`src/nvm_access_pkg.sv`:
```
// Constants for the byte-wide non-volatile data memory access block.
// Assumes a CPU I/O space with 6-bit register addresses and a 10 MHz core clock.
`default_nettype none
package nvm_access_pkg;
  // ****************************************
  // Register map
  // ****************************************
  localparam logic [5:0] ADDR_REG_OFFSET = 6'h1e;
  localparam logic [5:0] DATA_REG_OFFSET = 6'h1d;
  localparam logic [5:0] CTRL_REG_OFFSET = 6'h1c;
  localparam int READY_IRQ_ENABLE_BIT = 3;
  localparam int MASTER_WRITE_ARM_BIT = 2;
  localparam int WRITE_STROBE_BIT = 1;
  localparam int READ_STROBE_BIT = 0;
  localparam logic [7:0] CTRL_RESET = 8'h00;
  localparam logic [7:0] DATA_RESET = 8'h00;
  localparam logic [6:0] ADDR_RESET = 7'h00;
  // ****************************************
  // Timing
  // ****************************************
  localparam int CLK_HZ = 10_000_000;
  localparam int OSC_HZ = 1_000_000;
  localparam int WRITE_OSC_CYCLES = 8448;
  localparam int OSC_DIV_CYCLES = CLK_HZ / OSC_HZ;
  localparam int WRITE_STALL_CYCLES = 2;
  localparam int READ_STALL_CYCLES = 4;
  localparam int ARM_WINDOW_CYCLES = 4;
  localparam int MEM_DEPTH = 128;
endpackage
`default_nettype wire

```
`src/nvm_byte_access_ctrl.sv`:
```
// Byte access controller for a 128-byte non-volatile data memory.
// Assumes a CPU issuing one-cycle I/O strobes and honouring o_cpu_stall.
`timescale 1ns/100ps
`default_nettype none
module nvm_byte_access_ctrl
  import nvm_access_pkg::*;
(
  input wire logic i_clk,
  input wire logic i_srst,
  input wire logic [5:0] i_io_addr,
  input wire logic i_io_wr,
  input wire logic i_io_rd,
  input wire logic [7:0] i_io_wdata,
  output logic [7:0] o_io_rdata,
  output logic o_cpu_stall,
  input wire logic i_global_irq_enable,
  input wire logic i_power_down_req,
  output logic o_ready_irq,
  output logic o_osc_keep_alive
);
  typedef enum {IDLE, WRITING} wstate_type;

  logic [7:0] mem [MEM_DEPTH];
  logic [6:0] addr_ff, nxt_addr;
  logic [7:0] data_ff, nxt_data;
  logic irq_en_ff, nxt_irq_en;
  logic arm_ff, nxt_arm;
  logic [2:0] arm_cnt_ff, nxt_arm_cnt;
  logic read_ff, nxt_read;
  logic [2:0] stall_ff, nxt_stall;
  wstate_type wstate_ff, nxt_wstate;
  logic [13:0] wcnt_ff, nxt_wcnt;
  logic [6:0] waddr_ff, nxt_waddr;
  logic [7:0] wdata_ff, nxt_wdata;
  logic osc_tick;
  logic wr_ctrl, wr_addr, wr_data, start_write, start_read, write_done;
  logic [16:0] wr_len_ff, nxt_wr_len;

  function automatic logic hit(input logic [5:0] a, input logic [5:0] off);
    hit = (a == off);
  endfunction

  assign wr_ctrl = i_io_wr && hit(i_io_addr, CTRL_REG_OFFSET);
  assign wr_addr = i_io_wr && hit(i_io_addr, ADDR_REG_OFFSET);
  assign wr_data = i_io_wr && hit(i_io_addr, DATA_REG_OFFSET);
  assign start_write = wr_ctrl && i_io_wdata[WRITE_STROBE_BIT] && arm_ff && !i_srst
    && wstate_ff == IDLE;
  assign start_read = wr_ctrl && i_io_wdata[READ_STROBE_BIT] && !i_srst && !start_write;
  assign write_done = wstate_ff == WRITING && osc_tick
    && wcnt_ff == 14'(WRITE_OSC_CYCLES - 1);

  nvm_osc_tick u_osc_tick (
    .i_clk(i_clk),
    .i_run(wstate_ff == WRITING),
    .o_tick(osc_tick)
  );

  // ****************************************
  // Register file and strobes
  // ****************************************
  always_comb begin
    nxt_addr = addr_ff;
    nxt_data = data_ff;
    nxt_irq_en = irq_en_ff;
    nxt_arm = arm_ff;
    nxt_arm_cnt = arm_cnt_ff;
    nxt_read = 1'b0;
    nxt_stall = (stall_ff != 3'h0) ? stall_ff - 3'h1 : 3'h0;
    if (arm_ff) begin
      nxt_arm_cnt = arm_cnt_ff + 3'h1;
      if (arm_cnt_ff == 3'(ARM_WINDOW_CYCLES - 1)) begin
        nxt_arm = 1'b0;
      end
    end
    if (wr_addr) begin
      nxt_addr = i_io_wdata[6:0];
    end
    if (wr_data) begin
      nxt_data = i_io_wdata;
    end
    if (wr_ctrl) begin
      nxt_irq_en = i_io_wdata[READY_IRQ_ENABLE_BIT];
      if (i_io_wdata[MASTER_WRITE_ARM_BIT]) begin
        nxt_arm = 1'b1;
        nxt_arm_cnt = 3'h0;
      end
    end
    if (start_write) begin
      nxt_stall = 3'(WRITE_STALL_CYCLES);
      nxt_arm = 1'b0;
    end
    if (start_read) begin
      nxt_read = 1'b1;
      nxt_data = mem[addr_ff];
      nxt_stall = 3'(READ_STALL_CYCLES);
    end
    if (i_srst) begin
      nxt_irq_en = CTRL_RESET[READY_IRQ_ENABLE_BIT];
      nxt_arm = 1'b0;
      nxt_arm_cnt = 3'h0;
      nxt_read = 1'b0;
      nxt_stall = 3'h0;
      nxt_data = DATA_RESET;
      nxt_addr = ADDR_RESET;
    end
  end

  always_ff @(posedge i_clk) begin
    addr_ff <= nxt_addr;
    data_ff <= nxt_data;
    irq_en_ff <= nxt_irq_en;
    arm_ff <= nxt_arm;
    arm_cnt_ff <= nxt_arm_cnt;
    read_ff <= nxt_read;
    stall_ff <= nxt_stall;
  end

  // ****************************************
  // Self-timed write engine
  // ****************************************
  // Not reset on purpose: a write in flight must finish
  always_comb begin
    nxt_wstate = wstate_ff;
    nxt_wcnt = wcnt_ff;
    nxt_waddr = waddr_ff;
    nxt_wdata = wdata_ff;
    case (wstate_ff)
      IDLE: begin
        if (start_write) begin
          nxt_wstate = WRITING;
          nxt_wcnt = 14'h0;
          nxt_waddr = addr_ff;
          nxt_wdata = data_ff;
        end
      end
      WRITING: begin
        if (osc_tick) begin
          nxt_wcnt = wcnt_ff + 14'h1;
        end
        if (write_done) begin
          nxt_wstate = IDLE;
        end
      end
      default: nxt_wstate = IDLE;
    endcase
  end

  // Two-state enum wakes up in IDLE, so no reset is needed to start clean

  always_ff @(posedge i_clk) begin
    wstate_ff <= nxt_wstate;
    wcnt_ff <= nxt_wcnt;
    waddr_ff <= nxt_waddr;
    wdata_ff <= nxt_wdata;
    if (write_done) begin
      mem[waddr_ff] <= wdata_ff;
    end
  end

  // ****************************************
  // Read back and outputs
  // ****************************************
  always_comb begin
    o_io_rdata = 8'h00;
    // Bus stays at zero outside a read cycle
    if (!i_io_rd) begin
      o_io_rdata = 8'h00;
    end else if (hit(i_io_addr, ADDR_REG_OFFSET)) begin
      o_io_rdata = {1'b0, addr_ff};
    end else if (hit(i_io_addr, DATA_REG_OFFSET)) begin
      o_io_rdata = data_ff;
    end else if (hit(i_io_addr, CTRL_REG_OFFSET)) begin
      o_io_rdata = {4'h0, irq_en_ff, arm_ff, wstate_ff == WRITING, read_ff};
    end
  end

  assign o_cpu_stall = stall_ff != 3'h0;
  assign o_ready_irq = irq_en_ff && i_global_irq_enable && wstate_ff == IDLE;
  assign o_osc_keep_alive = (wstate_ff == WRITING) && i_power_down_req;

  // ****************************************
  // Checks
  // ****************************************
  // Core cycles spent writing, for the length check only
  always_comb begin
    nxt_wr_len = wr_len_ff;
    if (start_write) begin
      nxt_wr_len = 17'h0;
    end else if (wstate_ff == WRITING) begin
      nxt_wr_len = wr_len_ff + 17'h1;
    end
  end

  always_ff @(posedge i_clk) begin
    wr_len_ff <= nxt_wr_len;
  end

  a_write_stall: assert property (@(posedge i_clk) disable iff (i_srst)
    start_write |=> o_cpu_stall [*2] ##1 !o_cpu_stall) else $error("write stall wrong");
  a_read_stall: assert property (@(posedge i_clk) disable iff (i_srst)
    start_read |=> o_cpu_stall [*4] ##1 !o_cpu_stall) else $error("read stall wrong");
  a_arm_expiry: assert property (@(posedge i_clk) disable iff (i_srst)
    (wr_ctrl && i_io_wdata[MASTER_WRITE_ARM_BIT] && !start_write)
    ##1 (!wr_ctrl) [*4] |=> !arm_ff) else $error("arm did not expire");
  a_arm_needed: assert property (@(posedge i_clk) disable iff (i_srst)
    (wr_ctrl && i_io_wdata[WRITE_STROBE_BIT] && !arm_ff && wstate_ff == IDLE)
    |=> wstate_ff == IDLE) else $error("unarmed write started");
  a_write_busy: assert property (@(posedge i_clk)
    start_write |=> (wstate_ff == WRITING) [*8]) else $error("write ended early");
  a_ready_level: assert property (@(posedge i_clk) disable iff (i_srst)
    (irq_en_ff && i_global_irq_enable) |-> (o_ready_irq == (wstate_ff != WRITING)))
    else $error("ready irq wrong");
  a_read_data: assert property (@(posedge i_clk) disable iff (i_srst)
    start_read |=> data_ff == mem[$past(addr_ff)]) else $error("read data wrong");
  a_addr_top: assert property (@(posedge i_clk)
    hit(i_io_addr, ADDR_REG_OFFSET) |-> !o_io_rdata[7]) else $error("addr top bit set");
  a_write_length: assert property (@(posedge i_clk)
    write_done |-> wr_len_ff == 17'(WRITE_OSC_CYCLES * OSC_DIV_CYCLES - 1))
    else $error("write length wrong");
  a_read_clear: assert property (@(posedge i_clk) disable iff (i_srst)
    start_read |=> read_ff ##1 !read_ff) else $error("read strobe not cleared");
  c_write: cover property (@(posedge i_clk) start_write);
  c_read: cover property (@(posedge i_clk) start_read);
  c_done: cover property (@(posedge i_clk) write_done);
  c_reset_mid_write: cover property (@(posedge i_clk) i_srst && wstate_ff == WRITING);
endmodule
`default_nettype wire

```
`src/nvm_osc_tick.sv`:
```
// Divider giving a one-cycle pulse at the 1 MHz self-timing rate.
// Assumes the core clock is an integer multiple of that rate.
`timescale 1ns/100ps
`default_nettype none
module nvm_osc_tick
  import nvm_access_pkg::*;
(
  input wire logic i_clk,
  input wire logic i_run,
  output logic o_tick
);
  logic [3:0] div_ff;
  logic [3:0] nxt_div;

  // Not reset: the divider belongs to the write timer, which survives reset
  always_comb begin
    nxt_div = 4'h0;
    if (i_run && div_ff != 4'(OSC_DIV_CYCLES - 1)) begin
      nxt_div = div_ff + 4'h1;
    end
  end

  always_ff @(posedge i_clk) begin
    div_ff <= nxt_div;
  end

  assign o_tick = i_run && (div_ff == 4'(OSC_DIV_CYCLES - 1));
endmodule
`default_nettype wire
```
`config.mk`:
```
export PLATFORM = sky130hd
export DESIGN_NAME = nvm_byte_access_ctrl
export DESIGN_NICKNAME = d
export VERILOG_FILES = /design/src/nvm_access_pkg.sv /design/src/nvm_byte_access_ctrl.sv /design/src/nvm_osc_tick.sv
export SDC_FILE = /design/constraint.sdc
export NUM_CORES = 1
export LEC_CHECK = 0
export ABC_AREA = 1
export BUFFER_PORTS_ARGS = -buffer_cell sky130_fd_sc_hd__buf_4
export CAP_MARGIN = 20
export CORE_MARGIN = 4
export CORE_UTILIZATION = 45
export DETAILED_ROUTE_END_ITERATION = 6
export GPL_ROUTABILITY_DRIVEN = 0
export HOLD_SLACK_MARGIN = 0.05
export SKIP_CTS_REPAIR_TIMING = 1
export SLEW_MARGIN = 15
export SYNTH_ARGS = -nofsm -noshare
export SYNTH_HDL_FRONTEND = slang
export SYNTH_SLANG_ARGS = --single-unit
```
`constraint.sdc`:
```
create_clock -name i_clk -period 4 [get_ports i_clk]
set_input_delay 0.2 -clock i_clk [delete_from_list [all_inputs] [get_ports i_clk]]
set_output_delay 0.2 -clock i_clk [all_outputs]
set_load 0.02 [all_outputs]
```
==> results of run 1 <==
## kinds of logic after synthesis
logic type | after synthesis | synth area share [%]
buffers and inverters | 300 | 3.649
XOR/XNOR | 2 | 0.03927
adder cells (fa/ha/maj) | 5 | 0.1402
AO/OA/AOI/OAI | 113 | 1.357
flip-flops | 1089 | 72.51
AND/OR/NAND/NOR | 2267 | 22.30
## per-layer routing
metal	vias up	global-route usage, %	share of wire [%]
li1	13310	-	-
met1	13820	30.50	41
met2	1174	36.49	48
met3	209	3.798	7.8
met4	0	6.835	2.7
met5	-	0	0
## state kept, by name, summed over array words and instances (netlist names), named ones only
signal,cells
stall_ff,3
wcnt_ff,14
read_ff,1
wstate_ff,1
arm_cnt_ff,3
waddr_ff,7
arm_ff,1
mem,1024
wdata_ff,8
addr_ff,7
data_ff,8
u_osc_tick.div_ff,4
irq_en_ff,1
## synthesized netlist by cell type, drive strengths merged
| library cell | count |
|---|---|
| or2 | 3 |
| nor3 | 4 |
| nand4 | 4 |
| nor4 | 4 |
| buf | 189 |
| clkinv | 1 |
| o21ai | 48 |
| xor2 | 1 |
| ha | 5 |
| o221ai | 2 |
| nand3 | 967 |
| inv | 65 |
| nand2 | 1109 |
| xnor2 | 1 |
| nor3b | 1 |
| o211ai | 3 |
| nor2 | 175 |
| a311oi | 1 |
| edfxtp | 1054 |
| o21a | 2 |
| a21oi | 45 |
| o22ai | 11 |
| clkbuf | 45 |
| dfxtp | 35 |
| o31ai | 1 |
## power groups by stage
stage          logic, W  registers, W  clock network, W
3_3_place_gp   0.000170        0.0126                 0
3_5_place_dp   0.000170        0.0126                 0
4_1_cts        0.000171        0.0123            0.0103
2_1_floorplan  0.000111        0.0126                 0
5_1_grt        0.000199        0.0123            0.0108
6_report       0.000181        0.0123            0.0102
## worst reg2reg max path, cell delays in order (launching register included)
cell	delay [ns]
edfxtp_1	0.61
nand4_1	0.21
nor4_2	0.27
nand2_2	0.19
nor2_8	0.20
nand3_4	0.53
nor2_1	0.79
## final cells by class
type                            count  share of cell area [%]
Multi-Input combinational cell   2387                   21.51
Clock buffer                      140                   5.957
Clock inverter                     63                   1.293
Timing Repair Buffer               93                   1.988
Sequential cell                  1089                   65.43
Tap cell                         1287                   3.256
Antenna cell                        1                0.005059
Inverter                           66                  0.5540
## worst max-delay path by stage
stage | end | from | slack (ns) | cells past startpoint
after floorplan | wcnt_ff[0] | wstate_ff[0] | 1.13 | 5
after detailed placement | mem[96][3] | wstate_ff[0] | 0.82 | 6
after global placement | mem[25][7] | wstate_ff[0] | 0.85 | 6
after global routing | mem[25][7] | wstate_ff[0] | 0.65 | 6
final | mem[110][0] | wstate_ff[0] | 0.82 | 6
after CTS | mem[42][1] | wcnt_ff[0] | 0.81 | 9
## per-stage QoR
step           total power, W  hold slack (ns)  utilization, %  setup slack (ns)  cell area [um2]
2_1_floorplan         0.01267           0.2780               -             1.131            44620
3_3_place_gp          0.01273           0.4133           46.40            0.8461            45670
3_5_place_dp          0.01273           0.4187           46.43            0.8151            45700
4_1_cts               0.02282          -0.2691           50.07            0.8136            49280
5_1_grt               0.02334          0.06550           50.25            0.6519            49460
6_report              0.02270          0.04895           50.26            0.8239            49460
==> flow_summary.json, run 1 <==
{
  "r2r_slack_ns": 0.82,
  "synth_top_cell_area_share_pct": 70.94,
  "r2r_end": "mem[110][0]",
  "cts_tree": "yes",
  "layout_commonest_cell": "nand2_1",
  "max_freq_mhz": 314.9,
  "crit_buf_inv": 0,
  "dr.pass1.iters": 6,
  "dp.cells": 4907,
  "overflow": 0,
  "p_int_w": 0.01833,
  "ys_types": 40,
  "drv_slew": 0,
  "rsz0062_at_grt": "false",
  "root_buffer": "clkbuf_16",
  "pwr-share-comb_pct": 0.8,
  "ios": 31,
  "clock_latency_ns": 0.68,
  "vdd_drop_max_v": 0.0003431,
  "relSlewSlack_pct": 25.74,
  "drc": 0,
  "synth_nets": 3801,
  "grt_pass1_vias": 28090,
  "dieHeight_um": 322.9,
  "initial_core_util_pct": 45.33,
  "numClockSinks": 1089,
  "crit_arrival_ns": 3.48,
  "h-tree-depth": 3,
  "clkPwrFrac_pct": 45.0,
  "rr_startpoint": "wstate_ff[0]",
  "powerDensity_nw_per_um2": 459.0,
  "coreArea_um2": 98420,
  "crit_path_start_kind": "register",
  "status": "finished, final reports clean",
  "swShare_pct": 19.24,
  "nNetsFinal": 3771,
  "drv_cap": 0,
  "cp-end-kind": "register",
  "drive_gt1_share_pct": 7.269,
  "grt_pass1_wl_um": 172400,
  "fillers": 8673,
  "vias": 28510,
  "required_ns": 4.30,
  "syn_area_um2": 44620,
  "routedWlPerCell_um": 22.66,
  "multiInputGateArea_um2": 10640,
  "crit_fanout": 16,
  "hold_violations": 0,
  "avgSynthCellArea_um2": 11.82,
  "core.rowCount": 115,
  "syn2layout_area_growth_pct": 10.86,
  "cts_buffers": 109,
  "ys_top_cells_by_area": "edfxtp_1 71%, nand3_1 11%, nand2_1 9.3%",
  "worst_pin_slew_ns": 1.114,
  "yosysWarningCount": 0,
  "ys_seq_area_share_pct": 72.51,
  "dp_hpwl_um": 65850,
  "cp_cell_sequence": "nand4_1, nor4_2, nand2_2, nor2_8, nand3_4, nor2_1",
  "port_buffers": 30,
  "reg2reg_depth": 6,
  "slowest_delay_ns": 0.79,
  "hold_start": "i_io_addr[0]",
  "tns_ns": 0,
  "worst_clock_skew_ns": 0.01806,
  "viasPerCell": 5.562,
  "die_w_um": 322.9,
  "drtIter0Drc": 3337,
  "seq_area_um2": 32360,
  "p_leak_nw": 16.73,
  "most-common-layout-cells": "1105 x nand2_1, 1054 x edfxtp_1, 958 x nand3_1",
  "path_delay_family": "simple AND/OR/NAND/NOR gates",
  "fin_crit_sh_pct": 79.40,
  "ant_nets": 0,
  "synth-seq-cells": 1089,
  "cp_slowest_cell": "nor2_1",
  "hold_end": "stall_ff[2]",
  "worstHoldPathType": "in -> reg",
  "antenna_found_initial": 1,
  "clock_tree.buffer_depth": 3,
  "min_path_cells": 6,
  "fin_crit_ns": 3.176,
  "grt_start_max_net_pins": 234,
  "clk_pin_slew_worst_paths_ns": 0.07,
  "setup_viol": 0,
  "p_sw_w": 0.004368,
  "fp.dieArea_um2": 104200,
  "grtUsageTotal_pct": 22.19,
  "syn-instance-count": 3776,
  "wl_um": 116100,
  "final_cells": 5126,
  "yosys.area.top_type": "edfxtp_1",
  "pwr-share-seq_pct": 54.2,
  "critical_path_class": "reg -> reg"
}
No activity file was read; power rests on OpenSTA's default activity.
==> run 2: changes to the inputs <==
ABC_AREA = 0   (was 1)
clock period = 2.7 ns   (was 4 ns; I/O delays follow)
==> run 2 against run 1 <==
  * Register-to-register slack worse by 0.80 ns
  * Sequential cell count unchanged
  * Non-clock buffer count up 231
  * Hold slack better by 0.0079 ns
  * Via count down 20%
  * Global-route usage down 1.6 points
  * Power up 48%
  * Area after synthesis down 4.1%
  * Largest cell class unchanged
==> flow_summary.json, run 2 <==
{
  "diodes": 0,
  "hold_start": "i_io_addr[1]",
  "final_cell_area_um2": 50330,
  "drv_cap": 0,
  "fin_crit_ns": 2.675,
  "antenna_found_initial": 1,
  "top_register": "mem",
  "critical_path_class": "reg -> reg",
  "vdd_drop_max_v": 0.0004723,
  "post-route-util_pct": 53.69,
  "synth_xor_xnor_area_share_pct": 0.2253,
  "ys_top_cells_by_area": "edfxtp_1 74%, mux4_2 8.2%, mux2i_1 5.5%",
  "grt_pass1_vias": 22690,
  "cp_slowest_cell": "nor4_1",
  "synth_nets": 2273,
  "worst_pin_slew_ns": 1.019,
  "p_int_w": 0.02729,
  "layout_setup_ws_ns": 0.02522,
  "core.rowCount": 112,
  "syn2layout_area_growth_pct": 17.69,
  "yosys.area.top_type": "edfxtp_1",
  "initial_core_util_pct": 45.62,
  "worstHoldPathType": "in -> reg",
  "pwr-share-comb_pct": 0.5,
  "crit_path_frequent_cell": "buf_12",
  "vias": 22720,
  "drtIter0Drc": 2404,
  "fin_crit_sh_pct": 99.07,
  "crit_buf_inv": 2,
  "synth-adder-area-share_pct": 0.1463,
  "synth_edf_count": 1054,
  "ys_async_sr_fraction_pct": 0,
  "cp_cell_sequence": "buf_12, buf_12, mux4_2, nor2b_1, a211oi_1, nor4_1, a211oi_2, nor3_1",
  "port_buffers": 30,
  "synth-seq-cells": 1089,
  "h-tree-depth": 3,
  "drive_gt1_share_pct": 26.19,
  "cts_buffers": 109,
  "fp.dieArea_um2": 100000,
  "syn-instance-count": 2248,
  "cp-end-kind": "register",
  "p_sw_w": 0.006380,
  "largestRegisters": "mem: 1024 flops, wcnt_ff: 14 flops",
  "ys.flop_type": "edfxtp_1",
  "ys_seq_area_share_pct": 75.64,
  "synth_mux_area_share_pct": 14.08,
  "layout_commonest_cell": "edfxtp_1",
  "synth_common_cells": "1054 x edfxtp_1, 233 x mux2i_1, 180 x nor2_1",
  "swShare_pct": 18.95,
  "worst_clock_skew_ns": 0.02133,
  "yosysMostFrequentCell": "edfxtp_1",
  "root_buffer": "clkbuf_16",
  "clock_tree.buffer_depth": 3,
  "placed_area_um2": 46300,
  "routedWlPerCell_um": 26.22,
  "setup_viol": 0,
  "preCtsSetupSlack_ns": -0.1586,
  "required_ns": 3.29,
  "yosysWarningCount": 0,
  "hold_violations": 0,
  "clkPwrFrac_pct": 45.4,
  "synth_top_cell_area_share_pct": 74.00,
  "largest_reg_flops": 1024,
  "dp_hpwl_um": 64680,
  "slowest_delay_ns": 0.80,
  "coreArea_um2": 93750,
  "crit_arrival_ns": 3.27,
  "synth_compound_area_share_pct": 4.441,
  "crit_path_start_kind": "register",
  "pwr-share-seq_pct": 54.2,
  "drc": 0,
  "synth_top_family_by_area": "multiplexers",
  "nNetsFinal": 2590,
  "viasPerCell": 5.808,
  "overflow": 0,
  "whs_ns": 0.05687,
  "max_freq_mhz": 373.9,
  "path_delay_family": "simple AND/OR/NAND/NOR gates",
  "dr.pass1.iters": 5,
  "dieHeight_um": 316.3,
  "status": "finished, final reports clean",
  "relSlewSlack_pct": 31.79,
  "grtUsageTotal_pct": 20.59,
  "ys_types": 64,
  "p_leak_nw": 17.40,
  "clk_pin_slew_worst_paths_ns": 0.06,
  "yosys.area_share.simple_pct": 3.581,
  "die_w_um": 316.3,
  "wl_um": 102600,
  "syn_area_um2": 42770,
  "cts_tree": "yes",
  "ios": 31,
  "r2r_slack_ns": 0.03,
  "powerDensity_nw_per_um2": 668.9,
  "most-common-layout-cells": "1054 x edfxtp_1, 263 x buf_4, 233 x mux2i_1",
  "drv_slew": 0,
  "avgSynthCellArea_um2": 19.03,
  "crit_fanout": 28,
  "ant_nets": 0,
  "clock_latency_ns": 0.68,
  "grt_start_max_net_pins": 113,
  "numClockSinks": 1089,
  "finalPower_w": 0.03367,
  "grt_pass1_wl_um": 151700
}
-- run 2: worst paths after layout --
kind | end | cells after the start
hold reg to reg | u_osc_tick.div_ff[0] | 1
setup / recovery | data_ff[5] | 8
setup reg to reg | data_ff[5] | 8
hold / removal | arm_cnt_ff[1] | 5
-- run 2: worst reg2reg max path, stage by stage (launching register included) --
cell and delay [ns]:
dfxtp_4 0.48, buf_12 0.25, buf_12 0.19, mux4_2 0.19, nor2b_1 0.21, a211oi_1 0.12, nor4_1 0.80, a211oi_2 0.18
nor3_1 0.19
-- run 2: cells by family (layout without fill, tap and decap cells) --
family	count (synthesis)	count (layout)
buf+inv	130	540
simple gates	341	341
flops	1089	1089
compound gates	269	269
mux	403	403
xor+xnor	11	11
fa+ha+maj	5	5
-- run 2: metrics by stage --
step / cells / setup TNS [ns]
final: 3912 / 0
after global routing: 3912 / -0.004614
after CTS: 3897 / -0.8919
after detailed placement: 3693 / -0.5486
after global placement: 3693 / -0.5410
after floorplan: 2248 / 0
-- run 2: metal layers --
| layer | global-route usage (%) | up-vias | share of wire (%) |
|---|---|---|---|
| li1 | - | 9829 | - |
| met1 | 30.34 | 11860 | 43 |
| met2 | 32.14 | 885 | 47 |
| met3 | 3.215 | 150 | 7.3 |
| met4 | 6.116 | 0 | 2.4 |
| met5 | 0 | - | 0 |
-- run 2: cell type report --
class                   count  area (um2)
fillers                  7204       43420
multi-input cells        1029        9777
repair buffers            324        2913
inverters                  12       45.04
flip-flops and latches   1089       32360
clock buffers             135        2898
clock inverters            69       768.2
well taps                1254        1569
-- run 2: power by group through the flow --
stage          sequential, W  combinational [W]  clock [W]
5_1_grt               0.0182           0.000168     0.0163
4_1_cts               0.0182           0.000144     0.0155
2_1_floorplan         0.0186          0.0000797          0
6_report              0.0182           0.000159     0.0153
3_3_place_gp          0.0186           0.000142          0
3_5_place_dp          0.0186           0.000143          0
